`src/wdt_pkg.sv`:
```
// package: register map, field positions and timing constants of the watchdog timer unit
package wdt_pkg;

	// ************************************
	// register byte addresses
	// ************************************
	localparam logic [7:0] WDT_ADDR_INT_EN  = 8'hA8;
	localparam logic [7:0] WDT_ADDR_KEY     = 8'hC7;
	localparam logic [7:0] WDT_ADDR_CTRL    = 8'hD8;
	localparam logic [7:0] WDT_ADDR_EXT_EN  = 8'hE8;
	localparam logic [7:0] WDT_ADDR_EXT_PRI = 8'hF8;
	localparam logic [7:0] WDT_ADDR_CLKCTL  = 8'h8C;

	// ************************************
	// field positions and reset values
	// ************************************
	localparam int unsigned WDT_BIT_GIE      = 7;
	localparam int unsigned WDT_BIT_DOG_EN   = 4;
	localparam int unsigned WDT_BIT_DOG_PRI  = 4;
	localparam int unsigned WDT_BIT_RESTART  = 0;
	localparam int unsigned WDT_BIT_RST_EN   = 1;
	localparam int unsigned WDT_BIT_RST_FLAG = 2;
	localparam int unsigned WDT_BIT_TO_FLAG  = 3;
	localparam int unsigned WDT_BIT_SEL_LO   = 6;
	localparam logic [7:0]  WDT_RST_INT_EN   = 8'h00;
	localparam logic [7:0]  WDT_RST_CTRL     = 8'h00;
	localparam logic [7:0]  WDT_RST_EXT_EN   = 8'h00;
	localparam logic [7:0]  WDT_RST_EXT_PRI  = 8'h00;
	localparam logic [7:0]  WDT_RST_CLKCTL   = 8'h03;

	// ************************************
	// unlock keys, vector, intervals
	// ************************************
	localparam logic [7:0]  WDT_KEY_FIRST    = 8'hAA;
	localparam logic [7:0]  WDT_KEY_SECOND   = 8'h55;
	localparam logic [7:0]  WDT_IRQ_VECTOR   = 8'h63;
	localparam logic [3:0]  WDT_IRQ_NATPRIO  = 4'hB;
	localparam int unsigned WDT_CNT_W        = 26;
	localparam int unsigned WDT_INT_0        = 131072;
	localparam int unsigned WDT_INT_1        = 1048576;
	localparam int unsigned WDT_INT_2        = 8388608;
	localparam int unsigned WDT_INT_3        = 67108864;
	localparam int unsigned WDT_RST_DELAY    = 512;
	localparam int unsigned WDT_DLY_W        = 10;

	typedef enum logic [1:0] {
		WDT_KEY_IDLE = 2'b00,
		WDT_KEY_GOT1 = 2'b01,
		WDT_KEY_OPEN = 2'b10
	} wdt_key_e;

	// software-visible control bits gathered for the core and the interrupt outputs
	typedef struct packed {
		logic       gie;
		logic       dog_en;
		logic       dog_pri;
		logic       rst_en;
		logic [1:0] sel;
	} wdt_cfg_s;

endpackage : wdt_pkg

```
`src/wdt_core.sv`:
```
// module: free-running watchdog counter with interval compare and reset countdown
`timescale 1ns/1ps
`default_nettype none
module wdt_core
	import wdt_pkg::*;
#(
	parameter int unsigned INT0 = WDT_INT_0,
	parameter int unsigned INT1 = WDT_INT_1,
	parameter int unsigned INT2 = WDT_INT_2,
	parameter int unsigned INT3 = WDT_INT_3
) (
	// clock and reset
	input  wire logic       aclk,
	input  wire logic       aresetn,
	// control
	input  wire logic [1:0] dog_interval_sel,
	input  wire logic       dog_reset_enable,
	input  wire logic       restart,
	// events
	output logic            timeout_pulse,
	output logic            dog_reset_pulse,
	output logic [9:0]      delay_left
);
	logic [WDT_CNT_W:0]  count;
	logic [WDT_CNT_W:0]  limit;
	logic                armed;
	logic [WDT_DLY_W-1:0] dly;

	always_comb begin
		unique case (dog_interval_sel)
			2'b00: limit = (WDT_CNT_W+1)'(INT0);
			2'b01: limit = (WDT_CNT_W+1)'(INT1);
			2'b10: limit = (WDT_CNT_W+1)'(INT2);
			2'b11: limit = (WDT_CNT_W+1)'(INT3);
		endcase
	end

	assign timeout_pulse = (count + 1'b1 >= limit) && !restart;

	// the watchdog reset itself also restarts the count, it never disables the dog
	always_ff @(posedge aclk) begin
		if (!aresetn || restart || dog_reset_pulse || timeout_pulse) begin
			count <= '0;
		end else begin
			count <= count + 1'b1;
		end
	end

	always_ff @(posedge aclk) begin
		if (!aresetn || restart || dog_reset_pulse) begin
			armed <= 1'b0;
			dly   <= '0;
		end else if (timeout_pulse && dog_reset_enable && !armed) begin
			armed <= 1'b1;
			dly   <= WDT_DLY_W'(WDT_RST_DELAY);
		end else if (armed && !dog_reset_enable) begin
			armed <= 1'b0;
		end else if (armed) begin
			dly <= dly - 1'b1;
		end
	end

	// a restart landing in the very last cycle still cancels the reset
	assign dog_reset_pulse = armed && dog_reset_enable && (dly == '0) && !restart;
	assign delay_left      = armed ? dly : '0;

	chk_reset_delay: assert property (@(posedge aclk) disable iff (!aresetn)
		(timeout_pulse && dog_reset_enable && !armed)
		|=> (armed && dly == WDT_DLY_W'(WDT_RST_DELAY)))
		else $error("countdown not loaded with full delay");
endmodule // wdt_core
`default_nettype wire

```
`src/wdt_top.sv`:
```
// module: watchdog timer unit with AXI4-Lite register slave and unlock sequence
//
// Design decision made here: the AXI4-Lite slave port.
`timescale 1ns/1ps
`default_nettype none
module wdt_top
	import wdt_pkg::*;
#(
	parameter int unsigned INT0 = WDT_INT_0,
	parameter int unsigned INT1 = WDT_INT_1,
	parameter int unsigned INT2 = WDT_INT_2,
	parameter int unsigned INT3 = WDT_INT_3
) (
	// clock and reset
	input  wire logic        aclk,
	input  wire logic        aresetn,
	// axi4-lite write address
	input  wire logic        s_axi_awvalid,
	output logic             s_axi_awready,
	input  wire logic [31:0] s_axi_awaddr,
	input  wire logic [2:0]  s_axi_awprot,
	// axi4-lite write data
	input  wire logic        s_axi_wvalid,
	output logic             s_axi_wready,
	input  wire logic [31:0] s_axi_wdata,
	input  wire logic [3:0]  s_axi_wstrb,
	// axi4-lite write response
	output logic             s_axi_bvalid,
	input  wire logic        s_axi_bready,
	output logic [1:0]       s_axi_bresp,
	// axi4-lite read address
	input  wire logic        s_axi_arvalid,
	output logic             s_axi_arready,
	input  wire logic [31:0] s_axi_araddr,
	input  wire logic [2:0]  s_axi_arprot,
	// axi4-lite read data
	output logic             s_axi_rvalid,
	input  wire logic        s_axi_rready,
	output logic [31:0]      s_axi_rdata,
	output logic [1:0]       s_axi_rresp,
	// interrupt request to the interrupt controller
	output logic             dog_irq,
	output logic             dog_irq_high_prio,
	output logic [7:0]       dog_irq_vector,
	output logic [3:0]       dog_irq_natural_prio,
	// system reset request
	output logic             dog_sys_reset
);
	// ************************************
	// register state
	// ************************************
	logic [7:0] interrupt_enable_main;
	logic [7:0] extended_irq_enable;
	logic [7:0] extended_irq_priority;
	logic [1:0] dog_interval_sel;
	logic [5:0] clock_ctrl_low;
	logic       dog_reset_enable;
	logic       dog_restart;
	logic       dog_timeout_flag;
	logic       dog_reset_cause_flag;
	wdt_key_e   key_state;
	wdt_cfg_s   cfg;

	// ************************************
	// axi4-lite write channel
	// ************************************
	logic        aw_held;
	logic        w_held;
	logic [7:0]  aw_addr;
	logic [31:0] w_data;
	logic [3:0]  w_strb;
	logic        wr_fire;
	logic        wr_lane0;
	logic [7:0]  wbyte;

	assign s_axi_awready = !aw_held && !s_axi_bvalid;
	assign s_axi_wready  = !w_held && !s_axi_bvalid;
	assign wr_fire       = aw_held && w_held && !s_axi_bvalid;
	assign wr_lane0      = wr_fire && w_strb[0];
	assign wbyte         = w_data[7:0];

	always_ff @(posedge aclk) begin
		if (!aresetn) begin
			aw_held <= 1'b0;
			w_held  <= 1'b0;
			aw_addr <= '0;
			w_data  <= '0;
			w_strb  <= '0;
		end else begin
			if (s_axi_awvalid && s_axi_awready) begin
				aw_held <= 1'b1;
				aw_addr <= s_axi_awaddr[7:0];
			end else if (wr_fire) begin
				aw_held <= 1'b0;
			end
			if (s_axi_wvalid && s_axi_wready) begin
				w_held <= 1'b1;
				w_data <= s_axi_wdata;
				w_strb <= s_axi_wstrb;
			end else if (wr_fire) begin
				w_held <= 1'b0;
			end
		end
	end

	logic wr_hit;
	always_comb begin
		unique case (aw_addr)
			WDT_ADDR_INT_EN, WDT_ADDR_KEY, WDT_ADDR_CTRL,
			WDT_ADDR_EXT_EN, WDT_ADDR_EXT_PRI, WDT_ADDR_CLKCTL: wr_hit = 1'b1;
			default: wr_hit = 1'b0;
		endcase
	end

	always_ff @(posedge aclk) begin
		if (!aresetn) begin
			s_axi_bvalid <= 1'b0;
			s_axi_bresp  <= 2'b00;
		end else if (wr_fire) begin
			s_axi_bvalid <= 1'b1;
			s_axi_bresp  <= wr_hit ? 2'b00 : 2'b10;
		end else if (s_axi_bready) begin
			s_axi_bvalid <= 1'b0;
		end
	end

	// ************************************
	// unlock sequence
	// ************************************
	logic wr_key;
	logic wr_ctrl;
	logic ctrl_ok;
	assign wr_key  = wr_lane0 && aw_addr == WDT_ADDR_KEY;
	assign wr_ctrl = wr_lane0 && aw_addr == WDT_ADDR_CTRL;
	assign ctrl_ok = wr_ctrl && key_state == WDT_KEY_OPEN;

	// any other write in between closes the lock again
	always_ff @(posedge aclk) begin
		if (!aresetn) begin
			key_state <= WDT_KEY_IDLE;
		end else if (wr_fire) begin
			unique case (key_state)
				WDT_KEY_IDLE: key_state <= (wr_key && wbyte == WDT_KEY_FIRST) ?
					WDT_KEY_GOT1 : WDT_KEY_IDLE;
				WDT_KEY_GOT1: key_state <= (wr_key && wbyte == WDT_KEY_SECOND) ?
					WDT_KEY_OPEN : WDT_KEY_IDLE;
				WDT_KEY_OPEN: key_state <= WDT_KEY_IDLE;
				default:      key_state <= WDT_KEY_IDLE;
			endcase
		end
	end

	// ************************************
	// plain registers
	// ************************************
	always_ff @(posedge aclk) begin
		if (!aresetn) begin
			interrupt_enable_main <= WDT_RST_INT_EN;
			extended_irq_enable   <= WDT_RST_EXT_EN;
			extended_irq_priority <= WDT_RST_EXT_PRI;
			{dog_interval_sel, clock_ctrl_low} <= WDT_RST_CLKCTL;
		end else if (wr_lane0) begin
			if (aw_addr == WDT_ADDR_INT_EN)
				interrupt_enable_main <= wbyte;
			if (aw_addr == WDT_ADDR_EXT_EN)
				extended_irq_enable <= wbyte;
			if (aw_addr == WDT_ADDR_EXT_PRI)
				extended_irq_priority <= wbyte;
			if (aw_addr == WDT_ADDR_CLKCTL)
				{dog_interval_sel, clock_ctrl_low} <= wbyte;
		end
	end

	assign cfg.gie     = interrupt_enable_main[WDT_BIT_GIE];
	assign cfg.dog_en  = extended_irq_enable[WDT_BIT_DOG_EN];
	assign cfg.dog_pri = extended_irq_priority[WDT_BIT_DOG_PRI];
	assign cfg.rst_en  = dog_reset_enable;
	assign cfg.sel     = dog_interval_sel;

	// ************************************
	// counter core
	// ************************************
	logic       timeout_pulse;
	logic       dog_reset_pulse;
	logic [9:0] delay_left;

	wdt_core #(
		.INT0 (INT0),
		.INT1 (INT1),
		.INT2 (INT2),
		.INT3 (INT3)
	) i_wdt_core (
		.aclk             (aclk),
		.aresetn          (aresetn),
		.dog_interval_sel (cfg.sel),
		.dog_reset_enable (cfg.rst_en),
		.restart          (dog_restart),
		.timeout_pulse    (timeout_pulse),
		.dog_reset_pulse  (dog_reset_pulse),
		.delay_left       (delay_left)
	);

	// ************************************
	// control register: unlocked writes only
	// ************************************
	always_ff @(posedge aclk) begin
		if (!aresetn) begin
			dog_reset_enable <= WDT_RST_CTRL[WDT_BIT_RST_EN];
			dog_restart      <= WDT_RST_CTRL[WDT_BIT_RESTART];
		end else if (ctrl_ok) begin
			dog_reset_enable <= wbyte[WDT_BIT_RST_EN];
			dog_restart      <= wbyte[WDT_BIT_RESTART];
		end else begin
			dog_restart <= 1'b0;
		end
	end

	// hardware set wins over a same-cycle software clear
	always_ff @(posedge aclk) begin
		if (!aresetn) begin
			dog_timeout_flag <= WDT_RST_CTRL[WDT_BIT_TO_FLAG];
		end else if (timeout_pulse) begin
			dog_timeout_flag <= 1'b1;
		end else if (ctrl_ok) begin
			dog_timeout_flag <= wbyte[WDT_BIT_TO_FLAG];
		end
	end

	// a software-set cause flag does not itself trigger a reset
	always_ff @(posedge aclk) begin
		if (!aresetn) begin
			dog_reset_cause_flag <= 1'b0;
		end else if (dog_reset_pulse) begin
			dog_reset_cause_flag <= 1'b1;
		end else if (ctrl_ok) begin
			dog_reset_cause_flag <= wbyte[WDT_BIT_RST_FLAG];
		end
	end

	// ************************************
	// outputs
	// ************************************
	assign dog_irq              = dog_timeout_flag && cfg.dog_en && cfg.gie;
	assign dog_irq_high_prio    = cfg.dog_pri;
	assign dog_irq_vector       = WDT_IRQ_VECTOR;
	assign dog_irq_natural_prio = WDT_IRQ_NATPRIO;
	assign dog_sys_reset        = dog_reset_pulse;

	// ************************************
	// axi4-lite read channel
	// ************************************
	assign s_axi_arready = !s_axi_rvalid;

	always_ff @(posedge aclk) begin
		if (!aresetn) begin
			s_axi_rvalid <= 1'b0;
			s_axi_rdata  <= '0;
			s_axi_rresp  <= 2'b00;
		end else if (s_axi_arvalid && s_axi_arready) begin
			s_axi_rvalid <= 1'b1;
			s_axi_rresp  <= 2'b00;
			unique case (s_axi_araddr[7:0])
				WDT_ADDR_INT_EN: s_axi_rdata <= {24'h000000, interrupt_enable_main};
				WDT_ADDR_KEY:    s_axi_rdata <= 32'h00000000;
				WDT_ADDR_CTRL:   s_axi_rdata <= {28'h0000000, dog_timeout_flag,
					dog_reset_cause_flag, dog_reset_enable, dog_restart};
				WDT_ADDR_EXT_EN: s_axi_rdata <= {24'h000000, extended_irq_enable};
				WDT_ADDR_EXT_PRI: s_axi_rdata <= {24'h000000, extended_irq_priority};
				WDT_ADDR_CLKCTL: s_axi_rdata <= {24'h000000, dog_interval_sel, clock_ctrl_low};
				default: begin
					s_axi_rdata <= 32'h00000000;
					s_axi_rresp <= 2'b10;
				end
			endcase
		end else if (s_axi_rready) begin
			s_axi_rvalid <= 1'b0;
		end
	end

	// ************************************
	// checks
	// ************************************
	chk_irq_gating: assert property (@(posedge aclk) disable iff (!aresetn)
		dog_irq == (dog_timeout_flag && extended_irq_enable[4] && interrupt_enable_main[7]))
		else $error("irq gating wrong");
	chk_flag_on_timeout: assert property (@(posedge aclk) disable iff (!aresetn)
		timeout_pulse |=> dog_timeout_flag)
		else $error("timeout flag not set");
	chk_locked_ctrl: assert property (@(posedge aclk) disable iff (!aresetn)
		(wr_ctrl && key_state != WDT_KEY_OPEN && !timeout_pulse && !dog_reset_pulse)
		|=> $stable(dog_reset_enable) && $stable(dog_timeout_flag))
		else $error("locked write changed control");
	chk_unlock_seq: assert property (@(posedge aclk) disable iff (!aresetn)
		(key_state == WDT_KEY_GOT1 && wr_key && wbyte == WDT_KEY_SECOND)
		|=> key_state == WDT_KEY_OPEN)
		else $error("unlock did not open");
	chk_restart_self: assert property (@(posedge aclk) disable iff (!aresetn)
		dog_restart && !ctrl_ok |=> !dog_restart)
		else $error("restart bit stuck");
	chk_reset_cause: assert property (@(posedge aclk) disable iff (!aresetn)
		dog_sys_reset |=> dog_reset_cause_flag)
		else $error("reset cause not set");
	chk_reset_needs_en: assert property (@(posedge aclk) disable iff (!aresetn)
		dog_sys_reset |-> dog_reset_enable && !dog_restart)
		else $error("reset without enable or despite restart");
	chk_countdown_len: assert property (@(posedge aclk) disable iff (!aresetn)
		(delay_left == 10'h001 && !dog_restart && dog_reset_enable && !ctrl_ok) |=> dog_sys_reset)
		else $error("countdown end missed");
	chk_flag_sticky: assert property (@(posedge aclk) disable iff (!aresetn)
		dog_timeout_flag && !ctrl_ok |=> dog_timeout_flag)
		else $error("timeout flag cleared without software");
	chk_write_resp: assert property (@(posedge aclk) disable iff (!aresetn)
		wr_fire |=> s_axi_bvalid)
		else $error("no write response");

	cov_timeout: cover property (@(posedge aclk) disable iff (!aresetn) timeout_pulse);
	cov_irq: cover property (@(posedge aclk) disable iff (!aresetn) $rose(dog_irq));
	cov_sys_reset: cover property (@(posedge aclk) disable iff (!aresetn) dog_sys_reset);
	cov_unlocked: cover property (@(posedge aclk) disable iff (!aresetn) ctrl_ok);
endmodule // wdt_top
`default_nettype wire

```
`config.mk`:
```
export PLATFORM = sky130hd
export DESIGN_NAME = wdt_top
export DESIGN_NICKNAME = d
export VERILOG_FILES = /design/src/wdt_pkg.sv /design/src/wdt_core.sv /design/src/wdt_top.sv
export SDC_FILE = /design/constraint.sdc
export NUM_CORES = 1
export LEC_CHECK = 0
export BUFFER_PORTS_ARGS = -buffer_cell sky130_fd_sc_hd__buf_4
export CAP_MARGIN = 20
export CORE_MARGIN = 5
export CORE_UTILIZATION = 45
export DETAILED_ROUTE_END_ITERATION = 6
export GPL_ROUTABILITY_DRIVEN = 0
export HOLD_SLACK_MARGIN = 0.03
export PLACE_DENSITY = 0.73
export REMOVE_ABC_BUFFERS = 1
export SETUP_SLACK_MARGIN = 0.02
export SYNTH_ARGS = -nofsm -noshare
export SYNTH_HDL_FRONTEND = slang
export SYNTH_SLANG_ARGS = --single-unit
```
`constraint.sdc`:
```
create_clock -name aclk -period 2.65 [get_ports aclk]
set_input_delay 0 -clock aclk [delete_from_list [all_inputs] [get_ports aclk]]
set_output_delay 0 -clock aclk [all_outputs]
set_load 0.01 [all_outputs]
```
==> key figures <==
Power
  – Switching power share of the total: 23.8%
  – Clock power frac: about two fifths
  – Static leakage power: 0.00291 uW
  – Part of the total power dissipated in sequential elements: between 50 and 60%
  – Power per cell area: 452 nW/um^2
  – IR drop worst, VDD: 293 uV
  – Combinational share of power: 8.3%
  – Net switching power: between 800 and 900 uW
  – Overall power of the completed layout: 3360 uW
  – Cell internal power dissipation: roughly 2600 uW

STA
  – Post-Route Hold Slack: 0.0832 ns
  – Highest Clock Rate: 374 MHz
  – Final setup fails: 11
  – Final hold violations: 0
  – Setup repair after global routing missed its margin: true
  – Final-report max-slew violation count: 0
  – Worst-case setup margin in the final layout: -0.0245 ns
  – Transition time at the pin with the least slew margin: 0.709 ns
  – Headroom to the max-slew limit: 52.6%
  – Skew final: roughly 0.011 ns
  – Portion of the clock cycle consumed by the worst path in the final layout: 101%
  – Setup total negative slack: -0.109 ns
  – Crit path time final: around 2.7 ns

Synthesis
  – Post-synth EDFFs: 0
  – Synth unique cells: 65
  – Dominant cell type by area after synthesis: dfxtp_1
  – Count of state elements after synthesis: 107
  – Sequential fraction of the synthesis area: 37.7%
  – Ys async rst share: 0%
  – Total standard cell area after synthesis: ~5700 sq um
  – Post-Synthesis Mean Instance Area: 8.82 sq um
  – Number of instances in the synthesized netlist: 644
  – Synth top area cells: dfxtp_1 38%, mux2i_1 6.9%, nand2_1 5.2%
  – Fraction of post-synthesis cell area in the top cell type by area: 37.7%
  – Count of warnings emitted by yosys: 0
  – Dominant register cell in the synthesized netlist: dfxtp_1

Floorplan
  – Core Rows: 41
  – Chip Height: about 120 um
  – Horizontal die dimension: 122 um
  – Top-level I/O count: ~170
  – Starting density of the core: 45.4%
  – Die footprint: 15000 sq um
  – Standard cell core area: 12500 sq um

Place
  – Placed insts: roughly 900
  – Post-DP HPWL: 9.63 mm
  – Quantity of I/O buffers inserted on ports: 49

GRT
  – Pin count of the biggest net entering global routing: 70
  – Gr ovfl total: 0
  – Wire length of the first global-routing pass: approximately 23 mm
  – Antenna violations before repair: 0
  – GRT Total Usage: 19.2%
  – Via count of the first global-routing pass: 4829

Cells and area
  – Fin util: 59.3%
  – Ratio of cells with drive above 1 in the final layout: 28.0%
  – Final Non-Filler Cells: 930
  – Layout-stage area growth over the synthesis result: 30.7%
  – Nets: 873

CTS
  – Clock tree sinks: 107
  – Number of CTS-inserted buffers: 9
  – Root Buffer Master: clkbuf_16
  – TritonCTS clock tree: built
  – Maximum root-to-sink buffer count: 2
  – Count of H-tree levels built during CTS: 3
  – Clock slew at the register clock pins of the worst setup and hold paths: 0.07 ns
  – Clock insertion delay at the later pin of the skew report: 0.36 ns

Detailed routing
  – Wirelength, routed: 14.6 mm
  – Number of nets with antenna violations after routing: 0
  – Vias per Instance: 5.33
  – DRT Pass-1 Iters: 5
  – Total number of vias: between 4000 and 5000
  – Drt initial violations: about 340
  – Post-detailed-route DRC marker count: 0
  – Routed len/inst: 15.7 um

Worst setup path
  – Nature of the critical path endpoint: flop
  – CP arrival: 2.92 ns
  – Max Fanout on Critical Path: 3
  – Data required, critical path: ~2.9 ns
  – Sort of element at the start of the critical path: flop
  – Crit Path Category: reg -> reg

Min path
  – Hold WC Path Type: in -> reg

Run
  – Maximum Capacitance Violations: 0

Outcome
  – Violated checks: setup timing
  – Status: complete, but fails checks
-- path summary, 6_finish.rpt --
path,start,endpoint,slack (ns),cells after the start
setup / recovery,i_wdt_core.count[4]$_SDFF_PP0_,i_wdt_core.armed$_SDFFE_PP0P_,-0.02,12
hold / removal,s_axi_araddr[3],s_axi_rresp[1]$_SDFFE_PN0P_,0.08,4
setup reg to reg,i_wdt_core.count[4]$_SDFF_PP0_,i_wdt_core.armed$_SDFFE_PP0P_,-0.02,12
hold reg to reg,key_state[1]$_SDFFE_PN0P_,key_state[1]$_SDFFE_PN0P_,0.47,2
-- repair_timing --
| action | in CTS | in global routing |
|---|---|---|
| pin swaps | 4 | 35 |
| endpoints found under the setup margin | 29 | 39 |
| endpoints found under the hold margin | 19 | 0 |
| gates resized for setup | 21 | 74 |
| cloned | 2 | 2 |
| buffers inserted | 2 | 5 |
| hold buffers | 20 | 0 |
-- final cells by class --
type | count | area, sq um
Fill cell | 1039 | 5090
Multi-Input combinational cell | 498 | 3570
Sequential cell | 107 | 2160
Timing Repair Buffer | 130 | 1140
Clock buffer | 11 | 253
Tap cell | 172 | 215
Clock inverter | 4 | 55.1
Inverter | 7 | 26.3
Antenna cell | 1 | 2.50
-- stage by stage --
step                      setup slack [ns]  cell area (sq um)
after CTS                          0.00307               7030
final                              -0.0245               7430
after detailed placement           -0.0340               6360
after global routing                -0.193               7420
after floorplan                     -0.552               5380
after global placement              0.0442               6360
-- layer usage --
layer	track usage, %	vias up	routed length [um]
met5	0	-	0
met4	8.40	0	429
met3	2.53	35	778
met2	31.6	171	7020
met1	25.1	2345	6360
li1	-	2406	-
-- placed cells by master, fill, tap and decap left out, types with 6 or more instances in the layout --
master	netlist	layout
a21boi_0	23	23
a22oi_1	16	16
and3_1	11	7
buf_4	38	99
clkbuf_16	0	10
conb_1	2	38
dfxtp_1	107	95
dfxtp_2	0	9
dlygate4sd3_1	0	20
inv_1	7	7
mux2i_1	39	39
nand2_1	78	78
nand2b_1	7	7
nand3_1	26	21
nand4_1	10	10
nor2_1	31	20
nor2_4	0	8
nor2b_1	41	40
nor3_1	26	8
nor3_2	7	17
nor3_4	0	8
nor3b_1	12	11
o211a_1	6	6
o21ai_0	11	10
xnor2_1	17	16
xor2_1	17	17
-- kinds of logic after synthesis --
group,count (synthesis),share of synthesized area [%]
DFF,107,37.7
adders and majority gates,7,1.54
AOI/OAI and AO/OA,84,11.0
muxes,44,7.86
buffers and inverters,75,8.13
other,2,0.132
and+or+nand+nor,291,28.4
xor gates and xnor gates,34,5.24
-- worst max-delay path, stage by stage (launching register included) --
cell      delay (ns)
dfxtp_2         0.32
and3_4          0.18
and4_4          0.20
buf_4           0.13
buf_4           0.13
a211oi_2        0.26
o21ai_1         0.14
a221oi_2        0.29
o31a_1          0.28
a21oi_4         0.10
buf_6           0.13
buf_6           0.11
o311a_1         0.27
-- cells in the mapped netlist, drive strengths merged, types with 2 or more instances --
| master | number |
|---|---|
| nor3b | 15 |
| nor2 | 32 |
| o31ai | 2 |
| nand3 | 26 |
| nand3b | 3 |
| clkbuf | 18 |
| nand4 | 11 |
| o211a | 6 |
| nand2b | 7 |
| or4 | 2 |
| a22oi | 16 |
| xor2 | 17 |
| nor4 | 8 |
| and3 | 12 |
| dfxtp | 107 |
| inv | 7 |
| or2 | 2 |
| and2 | 5 |
| o21a | 2 |
| nor4bb | 2 |
| a21boi | 23 |
| o211ai | 5 |
| nand2 | 79 |
| buf | 50 |
| or3 | 2 |
| nor4b | 3 |
| ha | 7 |
| nor3 | 33 |
| a211oi | 2 |
| mux2 | 5 |
| mux2i | 39 |
| conb | 2 |
| o21ai | 13 |
| xnor2 | 17 |
| a21oi | 5 |
| nand4b | 2 |
| nor2b | 41 |
| o22ai | 2 |
| and4 | 2 |
-- sequential cells by signal (all words and copies together), names as in the netlist --
signal	cells
extended_irq_priority	8
w_strb	1
s_axi_rresp	1
i_wdt_core.dly	10
aw_held	1
extended_irq_enable	8
s_axi_rvalid	1
clock_ctrl_low	6
i_wdt_core.armed	1
key_state	2
aw_addr	8
s_axi_bvalid	1
s_axi_bresp	1
i_wdt_core.count	27
w_held	1
dog_interval_sel	2
w_data	8
s_axi_rdata	8
dog_reset_enable	1
dog_restart	1
dog_reset_cause_flag	1
interrupt_enable_main	8
dog_timeout_flag	1
-- power by group through the flow --
stage	registers, uW	logic [uW]	clock network (uW)
after floorplan	1710	126	0
after global placement	1720	235	0
after detailed placement	1720	241	0
after CTS	1680	268	1420
after global routing	1690	308	1490
final	1680	278	1390
Note: power is estimated with default switching activity, not from simulation.
